[config.mk]
export PLATFORM = sky130hd
export DESIGN_NAME = adc_frame_device_flat
export DESIGN_NICKNAME = d
export VERILOG_FILES = /design/src/rtl/adc_link_pkg.sv /design/src/rtl/adc_link_if.sv /design/src/rtl/adc_frame_device.sv /design/src/flat_wrapper.sv
export VERILOG_INCLUDE_DIRS = /design/src /design/src/rtl
export SDC_FILE = /design/constraint.sdc
export NUM_CORES = 1
export LEC_CHECK = 0
export BUFFER_PORTS_ARGS = -buffer_cell sky130_fd_sc_hd__buf_2
export CAP_MARGIN = 30
export CORE_MARGIN = 10
export CORE_UTILIZATION = 58
export DETAILED_ROUTE_END_ITERATION = 6
export HOLD_SLACK_MARGIN = 0.12
export PLACE_DENSITY = 0.79
export SKIP_CTS_REPAIR_TIMING = 1
export SYNTH_ARGS = -nofsm -noshare
export SYNTH_HDL_FRONTEND = slang
export SYNTH_SLANG_ARGS = --single-unit
[constraint.sdc]
create_clock -name clk_sys_i -period 2.8 [get_ports clk_sys_i]
set_input_delay 0.7 -clock clk_sys_i [delete_from_list [all_inputs] [get_ports clk_sys_i]]
set_output_delay 0.7 -clock clk_sys_i [all_outputs]
set_load 0.05 [all_outputs]
[src/rtl/adc_link_defines.svh]
`ifndef ADC_LINK_DEFINES_SVH
`define ADC_LINK_DEFINES_SVH

// Pin synchroniser positions and idle levels
`define PIN_SCLK          2'h0
`define PIN_SEL           2'h1
`define PIN_SYNC          2'h2
`define PIN_IDLE          3'h6

// Frame layout and counts, in serial clocks
`define FRAME_BITS        5'h10
`define SAMPLE_FIRST      5'h04
`define SHORT_MIN         5'h04
`define SHORT_MAX         5'h07
`define PAD_BITS          4'h0
`define SAR_TOP           12'h800

// Conversion timing
`define CONV_CLOCKS       6'h0E
`define OVERHEAD_NS       16'h0064
`define SYS_CLK_MHZ       16'h0014

// Host frame lengths, in serial clocks
`define SHORT_FRAME_SCLKS 6'h05
`define HOST_MARGIN_SCLKS 6'h03

`endif

[src/rtl/adc_link_pkg.sv]
package adc_link_pkg;

    typedef logic [11:0] code_t;
    typedef logic [15:0] frame_t;

    typedef enum logic [1:0] {
        VAR_SINGLE = 2'h0,
        VAR_DUAL   = 2'h1,
        VAR_PSEUDO = 2'h2
    } variant_t;

    typedef enum logic [4:0] {
        ST_IDLE     = 5'h01,
        ST_SHIFT    = 5'h02,
        ST_CONV     = 5'h04,
        ST_OVERHEAD = 5'h08,
        ST_WAIT     = 5'h10
    } dev_state_t;

    typedef enum logic [3:0] {
        H_IDLE = 4'h1,
        H_LEAD = 4'h2,
        H_RUN  = 4'h4,
        H_GAP  = 4'h8
    } host_state_t;

endpackage

[src/rtl/adc_link_if.sv]
`timescale 1ns/10ps
`default_nettype none

interface adc_link_if;
    logic sclk;
    logic select_or_sync_n;
    logic frame_sync_in;
    logic sdo_data;
    logic sdo_oe;
    wire  sdo_line;

    // Released line shows the inverse of the last bit, so stale data is never mistaken
    assign sdo_line = sdo_oe ? sdo_data : ~sdo_data;

    modport device_end (
        input  sclk,
        input  select_or_sync_n,
        input  frame_sync_in,
        output sdo_data,
        output sdo_oe
    );

    modport host_end (
        output sclk,
        output select_or_sync_n,
        output frame_sync_in,
        input  sdo_line
    );
endinterface

`default_nettype wire

[src/rtl/adc_frame_device.sv]
// Functional notes
// Output released while select high, driven after fall
// Output released after sixteenth serial clock
// MSB first, valid at falling clock
// Sixteen-bit frame: twelve result, four pad
// Codes span 000h to FFFh
// Select fall starts cycle, bits change rising
// Frame sync fall starts cycle, select grounded
// Host uses clock polarity 0, phase 1
// Combined pin fall starts cycle on dual
// Short 4-7 clock frame resets channel zero
// Completed frame toggles channel on rise
// Sample twelve clocks from fifth clock
// Conversion begins after sixteenth clock edge
// Conversion 14 half-rate clocks plus overhead
// Select rise aborts unfinished conversion
// Result shifted out during following frame
// Fourteen conversion clocks at half rate
// Power down after conversion, wake on fall
// Frame sync or select, first fall wins
// Pad bits driven as zero
`include "adc_link_defines.svh"
`timescale 1ns/10ps
`default_nettype none

module adc_frame_device
    import adc_link_pkg::*;
#(
    parameter variant_t VARIANT = VAR_DUAL
)(
    input  wire logic      clk_sys_i,
    input  wire logic      rst_i,
    adc_link_if.device_end link,
    input  wire code_t     analog_channel_zero_i,
    input  wire code_t     analog_channel_one_i,
    output var  code_t     result_bits_o,
    output var  logic      channel_o,
    output var  logic      powered_down_o,
    output var  logic      sampling_o,
    output var  logic      conv_done_o,
    output var  logic      conv_abort_o
);

    localparam logic [5:0] CONV_EDGES = `CONV_CLOCKS << 1;
    localparam int         OVH_CYC_I  = (`OVERHEAD_NS * `SYS_CLK_MHZ + 999) / 1000;
    localparam logic [2:0] OVH_LAST   = 3'((OVH_CYC_I < 1) ? 0 : OVH_CYC_I - 1);

    logic [2:0] pin_raw;
    logic [2:0] sync_a;
    logic [2:0] sync_b;
    logic [2:0] sync_c;
    logic [2:0] pin_lvl;
    logic [2:0] pin_prev;
    logic [2:0] next_pin_lvl;
    logic       sclk_rise;
    logic       sclk_fall;
    logic       sel_fall;
    logic       sel_rise;
    logic       sync_fall;
    logic       frame_start;
    code_t      chan_in;

    dev_state_t state;
    dev_state_t next_state;
    logic [4:0] fall_cnt;
    logic [4:0] next_fall;
    frame_t     shift;
    frame_t     next_shift;
    logic       sdo;
    logic       next_sdo;
    logic       oe;
    logic       next_oe;
    code_t      hold;
    code_t      next_hold;
    code_t      sar;
    code_t      next_sar;
    code_t      mask;
    code_t      next_mask;
    logic [5:0] conv_cnt;
    logic [5:0] next_conv;
    logic [2:0] ovh_cnt;
    logic [2:0] next_ovh;
    code_t      result;
    code_t      next_result;
    logic       chan;
    logic       next_chan;
    logic       pd;
    logic       next_pd;
    logic       smp;
    logic       next_smp;
    logic       done;
    logic       next_done;
    logic       abort;
    logic       next_abort;

    // Pins held until second and third stage agree
    assign pin_raw      = {link.frame_sync_in, link.select_or_sync_n, link.sclk};
    assign next_pin_lvl = ((sync_b ~^ sync_c) & sync_c) | ((sync_b ^ sync_c) & pin_lvl);

    always_ff @(posedge clk_sys_i)
    begin
        if (rst_i)
        begin
            sync_a   <= `PIN_IDLE;
            sync_b   <= `PIN_IDLE;
            sync_c   <= `PIN_IDLE;
            pin_lvl  <= `PIN_IDLE;
            pin_prev <= `PIN_IDLE;
        end
        else
        begin
            sync_a   <= pin_raw;
            sync_b   <= sync_a;
            sync_c   <= sync_b;
            pin_lvl  <= next_pin_lvl;
            pin_prev <= pin_lvl;
        end
    end

    // Edge events on the filtered pins
    assign sclk_rise = pin_lvl[`PIN_SCLK] & ~pin_prev[`PIN_SCLK];
    assign sclk_fall = ~pin_lvl[`PIN_SCLK] & pin_prev[`PIN_SCLK];
    assign sel_fall  = ~pin_lvl[`PIN_SEL] & pin_prev[`PIN_SEL];
    assign sel_rise  = pin_lvl[`PIN_SEL] & ~pin_prev[`PIN_SEL];
    assign sync_fall = ~pin_lvl[`PIN_SYNC] & pin_prev[`PIN_SYNC];

    // Start of cycle per variant
    assign frame_start = sel_fall
                       | ((VARIANT == VAR_SINGLE) && sync_fall
                          && !pin_lvl[`PIN_SEL] && state != ST_SHIFT);
    assign chan_in = chan ? analog_channel_one_i : analog_channel_zero_i;

    // Frame, sampling and conversion sequencing
    always_comb
    begin
        next_state  = state;
        next_fall   = fall_cnt;
        next_shift  = shift;
        next_sdo    = sdo;
        next_oe     = oe;
        next_hold   = hold;
        next_sar    = sar;
        next_mask   = mask;
        next_conv   = conv_cnt;
        next_ovh    = ovh_cnt;
        next_result = result;
        next_chan   = chan;
        next_pd     = pd;
        next_done   = 1'b0;
        next_abort  = 1'b0;
        unique case (state)
            ST_SHIFT:
            begin
                if (sclk_fall)
                begin
                    next_fall = fall_cnt + 5'h01;
                    if (fall_cnt >= `SAMPLE_FIRST)
                        next_hold = chan_in;
                    if (next_fall == `FRAME_BITS)
                    begin
                        next_oe    = 1'b0;
                        next_state = ST_CONV;
                        next_conv  = '0;
                        next_sar   = '0;
                        next_mask  = `SAR_TOP;
                    end
                end
                else if (sclk_rise && fall_cnt != '0)
                begin
                    next_shift = shift << 1;
                    next_sdo   = next_shift[$high(next_shift)];
                end
            end
            ST_CONV:
            begin
                if (sclk_rise)
                begin
                    next_conv = conv_cnt + 6'h01;
                    // One approximation step per half-rate clock
                    if (conv_cnt[0] && mask != '0)
                    begin
                        if ((sar | mask) <= hold)
                            next_sar = sar | mask;
                        next_mask = mask >> 1;
                    end
                    if (next_conv == CONV_EDGES)
                    begin
                        next_state = ST_OVERHEAD;
                        next_ovh   = '0;
                    end
                end
            end
            ST_OVERHEAD:
            begin
                next_ovh = ovh_cnt + 3'h1;
                if (ovh_cnt == OVH_LAST)
                begin
                    next_result = sar;
                    next_done   = 1'b1;
                    next_pd     = 1'b1;
                    next_state  = ST_WAIT;
                end
            end
            ST_IDLE, ST_WAIT:
            begin
            end
        endcase
        // End of frame on select rise
        if (sel_rise)
        begin
            if (VARIANT == VAR_DUAL)
            begin
                if (state == ST_WAIT)
                    next_chan = ~chan;
                else if (state == ST_SHIFT && fall_cnt >= `SHORT_MIN
                         && fall_cnt <= `SHORT_MAX)
                    next_chan = 1'b0;
            end
            if (state == ST_CONV || state == ST_OVERHEAD)
                next_abort = 1'b1;
            next_state = ST_IDLE;
            next_oe    = 1'b0;
        end
        // New frame loads the previous result
        if (frame_start)
        begin
            if (state == ST_CONV || state == ST_OVERHEAD)
                next_abort = 1'b1;
            next_state = ST_SHIFT;
            next_fall  = '0;
            next_shift = {result, `PAD_BITS};
            next_sdo   = result[$high(result)];
            next_oe    = 1'b1;
            next_pd    = 1'b0;
        end
        next_smp = (next_state == ST_SHIFT) && (next_fall >= `SAMPLE_FIRST);
    end

    // Register the sequencing state
    always_ff @(posedge clk_sys_i)
    begin
        if (rst_i)
        begin
            state    <= ST_IDLE;
            fall_cnt <= '0;
            shift    <= '0;
            sdo      <= 1'b0;
            oe       <= 1'b0;
            hold     <= '0;
            sar      <= '0;
            mask     <= '0;
            conv_cnt <= '0;
            ovh_cnt  <= '0;
            result   <= '0;
            chan     <= 1'b0;
            pd       <= 1'b1;
            smp      <= 1'b0;
            done     <= 1'b0;
            abort    <= 1'b0;
        end
        else
        begin
            state    <= next_state;
            fall_cnt <= next_fall;
            shift    <= next_shift;
            sdo      <= next_sdo;
            oe       <= next_oe;
            hold     <= next_hold;
            sar      <= next_sar;
            mask     <= next_mask;
            conv_cnt <= next_conv;
            ovh_cnt  <= next_ovh;
            result   <= next_result;
            chan     <= next_chan;
            pd       <= next_pd;
            smp      <= next_smp;
            done     <= next_done;
            abort    <= next_abort;
        end
    end

    // Outputs straight from registers
    assign link.sdo_data  = sdo;
    assign link.sdo_oe    = oe;
    assign result_bits_o  = result;
    assign channel_o      = chan;
    assign powered_down_o = pd;
    assign sampling_o     = smp;
    assign conv_done_o    = done;
    assign conv_abort_o   = abort;

endmodule

`default_nettype wire

[src/flat_wrapper.sv]
// flat-port wrapper written by rule: the top's interface ports become plain ports
module adc_frame_device_flat import adc_link_pkg::*;
#(
    parameter variant_t VARIANT = VAR_DUAL
)
  (clk_sys_i, rst_i, analog_channel_zero_i, analog_channel_one_i, result_bits_o, channel_o, powered_down_o, sampling_o, conv_done_o, conv_abort_o, link_sclk, link_select_or_sync_n, link_frame_sync_in, link_sdo_data, link_sdo_oe);
  adc_link_if link_i ();
  input  wire logic clk_sys_i;
  input  wire logic rst_i;
  input  wire code_t analog_channel_zero_i;
  input  wire code_t analog_channel_one_i;
  output var  code_t result_bits_o;
  output var  logic channel_o;
  output var  logic powered_down_o;
  output var  logic sampling_o;
  output var  logic conv_done_o;
  output var  logic conv_abort_o;
  input wire logic [$bits(link_i.sclk)-1:0] link_sclk;
  input wire logic [$bits(link_i.select_or_sync_n)-1:0] link_select_or_sync_n;
  input wire logic [$bits(link_i.frame_sync_in)-1:0] link_frame_sync_in;
  output wire logic [$bits(link_i.sdo_data)-1:0] link_sdo_data;
  output wire logic [$bits(link_i.sdo_oe)-1:0] link_sdo_oe;
  assign link_i.sclk = link_sclk;
  assign link_i.select_or_sync_n = link_select_or_sync_n;
  assign link_i.frame_sync_in = link_frame_sync_in;
  assign link_sdo_data = link_i.sdo_data;
  assign link_sdo_oe = link_i.sdo_oe;
  adc_frame_device #(.VARIANT(VARIANT)) u_core (.clk_sys_i(clk_sys_i), .rst_i(rst_i), .link(link_i), .analog_channel_zero_i(analog_channel_zero_i), .analog_channel_one_i(analog_channel_one_i), .result_bits_o(result_bits_o), .channel_o(channel_o), .powered_down_o(powered_down_o), .sampling_o(sampling_o), .conv_done_o(conv_done_o), .conv_abort_o(conv_abort_o));
endmodule
## After elaboration in Yosys (flattened, before gate mapping)

Cells that the tools add are included.

- Output and inout port bits: 19
- Bits in registers: 99
- Bits in latches: 0
- Word-level logic and storage cells: 141
- Bits in read-only memories: 0
- RAM bits: 0
- Memories: 0
- Input port bits: 29

- Div/mod/pow operators: 0
- Magnitude comparators: 4
- Equal/unequal tests: 15
- Reduce and logical (&&, ||, !) cells: 29
- Add/subtract/negate cells: 3
- Bitwise logic cells: 16
- Shifts and indexed selects: 0
- Muxes and demuxes: 53
- $mul: 0

Operators with widths:

| operator | number |
|---|---|
| two-way mux 12 bit | 10 |
| two-way mux 15 bit | 4 |
| two-way mux 5 bit | 10 |
| case mux 12 bit (2 select lines) | 2 |
| two-way mux 1 bit | 19 |
| two-way mux 6 bit | 3 |
| case mux 5 bit (3 select lines) | 1 |
| nonzero test 2 bit | 7 |
| less-or-equal comparator 12 bit | 1 |
| inequality test 2 x 1 -> 1 bit (second input constant) | 6 |
| bitwise OR 12 bit | 1 |
| case mux 6 bit (2 select lines) | 1 |
| AND reduction 3 bit | 4 |
| nonzero test 12 bit | 1 |
| equality test 5 x 2 -> 1 bit (second input constant) | 2 |
| equality test 5 bit (second input constant) | 2 |
| >= comparator 5 x 3 -> 1 bit (second input constant) | 2 |
| nonzero test 3 bit | 3 |
| adder 6 x 1 -> 6 bit (second input constant) | 1 |
| AND 3 bit | 2 |
| equality test 6 x 5 -> 1 bit (second input constant) | 1 |
| two-way mux 3 bit | 2 |
| inverter 1 bit | 6 |
| case mux 3 bit (2 select lines) | 1 |
| 19 further kinds | 28 |

## Logic depth before layout (Yosys ltp)

- Word-level depth: 9
- Gate-level depth with buffers: 7
- Gate-level depth less buffers: 7

## Worst setup path after synthesis

OpenSTA, ideal clock, no wires.

- Kind: reg2reg
- Start: reg u_core.mask[9]
- End: reg u_core.sar[0]
- Setup slack: 0.588 ns
- Arrival: 2.152 ns
- Setup time: 0.061 ns
- Period minus slack after synthesis: 2.212 ns
- Required time: 2.739 ns
- Cell stages (with the launch flop): 8
- Buffers on the path: 0
- Cells stage by stage: dfxtp_1 -> or2_2 -> ha_1 -> a211oi_1 -> o211ai_1 -> a221o_1 -> a211oi_2 -> a22o_1

- Longest elaborated chain between the ends: 4
- Elaborated cells on any way between the ends: 7
- Those cells by class: 1 x order compare; 2 x eq/ne; 1 x bitwise; 3 x reduce/logical

Ends and longest elaborated chain:

| item | line | text |
|---|---|---|
| start: declaration | adc_frame_device.sv:77 | `code_t mask;` |
| start signal: assignment | adc_frame_device.sv:270 | `mask <= next_mask;` |
| bitwise OR 12 bit or nonzero test 12 bit (tied branches) | adc_frame_device.sv:182, adc_frame_device.sv:180 |  |
| less-or-equal comparator 12 bit or logical AND 1 bit (tied branches) | adc_frame_device.sv:182, adc_frame_device.sv:180 |  |
| inequality test 2 x 1 -> 1 bit (no line) | -- |  |
| AND reduction 6 bit (no line) * | -- |  |
| end signal: assignment | adc_frame_device.sv:269 | `sar <= next_sar;` |
| end: declaration | adc_frame_device.sv:75 | `code_t sar;` |

Mark *: on every way between the ends. The rest lies on a longest branch, timed or not.
A chain may end at the register's enable or synchronous reset.

## Worst setup path in the final report

- Start: reg u_core.mask[9]
- End: reg u_core.sar[2]

The elaborated chain is that of the path after synthesis.

==> out/metrics.cfg <==
[finish]
area_growth_pct = 12.0
instances_no_fill = 632
final_nets = 577
drive_gt1_share_pct = 19.0
fillers = 625

[synth]
synth.top_cell.area_share_pct = 43.6
yosys_warnings = 0
synth_edf_count = 0
avgSynthCellArea_um2 = 9.00
synth.area.top_cells = dfxtp_1 (44%), ha_1 (6.0%), mux2i_1 (5.7%), nand2_1 (4.5%), a211oi_1 (4.1%)
ys_top_cells_by_count = dfxtp_1 (95), nand2_1 (52), nor2_1 (39), a21oi_1 (25), mux2i_1 (25)
ys_seq_elements = 95
ys_types = 56
seq_area_frac_synth_pct = 43.6
netlist_area_mm2 = 0.00436
ys_async_sr_fraction_pct = 0
syn_inst = 485
synth_most_common_cell = dfxtp_1
synth_nets = 535
ys.flop_type = dfxtp_1
synth_top_area_cell = dfxtp_1

[timing]
rsz0062_at_grt = no
skew_ns = 0.00982
maxSlewHeadroom_pct = 62.9
setup_viol_count_final = 0
hold_ws_ns = 0.419
max_slew.worst_pin.slew_ns = 0.553
finalCritPeriodShare_pct = 87.8
fin_crit_ns = 2.46
drv_slew = 0
max_freq_mhz = 407
hold_violations = 0
final.setup.tns_ns = 0

[floorplan]
rows = 31
die_x_um = 107
num_io_pins = 48
dieArea_mm2 = 0.0114
core_area_mm2 = 0.00729
initial_utilization_pct = 59.8
die_y_um = 107

[placement]
io_buffers = 46
gp_congestion = 0.827
dp_hpwl_um = 6730
dp_cells = 615

[grt]
grt_pass1_wl_um = 16200
antenna_found_initial = 0
grt_pass1_vias = 3514
grt_max_degree = 43
grtUsageTotal_pct = 16.9
grt-ovfl-total = 0

[worst_setup_path]
critPathLaunchType = flip-flop
setup.worst_path.class = flip-flop to flip-flop
required_ns = 3.11
endpoint_kind = flip-flop
arrival_ns = 2.77
cp_max_fo = 5

[drt]
postRouteAntennaNets = 0
viasPerCell = 5.65
drc = 0
drt_iter0_markers = 319
wl_per_cell_um = 14.7
wl_um = 9300
vias = 3568
dr.pass1.iters = 5

[power_and_ir_drop]
clkPwrFrac_pct = 36.6
power_density_mw_per_mm2 = 478
power_frac_comb_pct = 4.5
vdd_drop_max_v = 0.000276
power_leakage_nw = 1.82
p_int_w = 0.00175
p_total_w = 0.00233
pwr-share-seq_pct = 58.8
swShare_pct = 25.0
p_switching_w = 0.000583

[clocking]
cts_sinks = 95
numCtsBuffers = 9
root_buffer = clkbuf_8
clock_path_buffers = 2
cts_tree = yes
htree_levels = 3
path_clk_slew_ns = 0.09
clk_latency_ns = 0.36

[run]
drv_cap = 0

[min_path]
min_path_type = flip-flop to flip-flop

[status]
outcome = complete, no violations

==> placed cells by master (no fill, tap or decap), drive strengths merged, types with 9 or more instances in the layout <==
cell and instances:
dfxtp 95, buf 58, nand2 52, nor2 41, inv 28, mux2i 25
a21oi 25, a211oi 25, ha 21, or2 17, nand2b 13, o21ai 12
nor4 11, nand3 10, a22o 9, clkbuf 9, nor3 9
==> path summary, 6_finish.rpt <==
path,from,endpoint,slack [ns],cells past startpoint
max,u_core.mask[9],u_core.sar[2],0.34,7
min,u_core.sync_a[1],u_core.sync_b[1],0.42,1
max reg2reg,u_core.mask[9],u_core.sar[2],0.34,7
min reg2reg,u_core.sync_a[1],u_core.sync_b[1],0.42,1
==> layer usage <==
metal  wire length, µm  track usage (%)
met4               165             6.48
met1              4500             21.9
met5                 0                0
met3               485             3.59
met2              4140             26.9
==> registers in the layout, indices dropped and copies added (netlist names), 3 cells and up <==
name	count
u_core.conv_cnt	6
u_core.fall_cnt	5
u_core.hold	12
u_core.mask	12
u_core.ovh_cnt	3
u_core.result_bits_o	12
u_core.sar	12
u_core.shift	11
u_core.state	5
==> cells by family after synthesis <==
logic type               share of synthesized area, %
AO/OA/AOI/OAI                                    17.3
XOR/XNOR                                         1.20
adder cells (fa/ha/maj)                          6.02
buffers and inverters                            4.47
flip-flops                                       43.6
multiplexers                                     5.74
AND/OR/NAND/NOR                                  21.7
==> through the flow <==
step	util (%)	area (µm²)	worst slack, ns
3_3_place_gp	64.3	4690	0.470
2_1_floorplan	-	4360	0.588
4_1_cts	67.0	4880	0.358
3_5_place_dp	64.4	4700	0.404
5_1_grt	67.0	4880	0.181
6_report	67.0	4890	0.341
==> critical path: stages (launching register included) <==
cell	delay, ns
dfxtp_1	0.35
or2_2	0.31
ha_1	0.32
a211oi_1	0.23
o211ai_1	0.12
a221o_1	0.40
a2111oi_0	0.51
o21a_1	0.17
==> final cells by class <==
cell class,count,area (µm²),share of cell area [%]
timing repair buffer,58,320,6.56
clock inverter,7,61.3,1.25
tap,99,124,2.54
antenna,1,2.50,0.0512
multi-input combinational,340,2270,46.4
clock buffer,9,124,2.54
sequential,95,1900,38.9
inverter,23,86.3,1.77
==> power by group through the flow <==
| stage | Clock (W) | Sequential [W] | Combinational [W] |
|---|---|---|---|
| after floorplan | 0 | 0.00141 | 0.0000670 |
| after global placement | 0 | 0.00140 | 0.000102 |
| after detailed placement | 0 | 0.00140 | 0.000107 |
| after CTS | 0.000872 | 0.00137 | 0.000107 |
| after global routing | 0.000920 | 0.00137 | 0.000120 |
| final | 0.000855 | 0.00137 | 0.000106 |
Power figures use the tool's default switching activity.
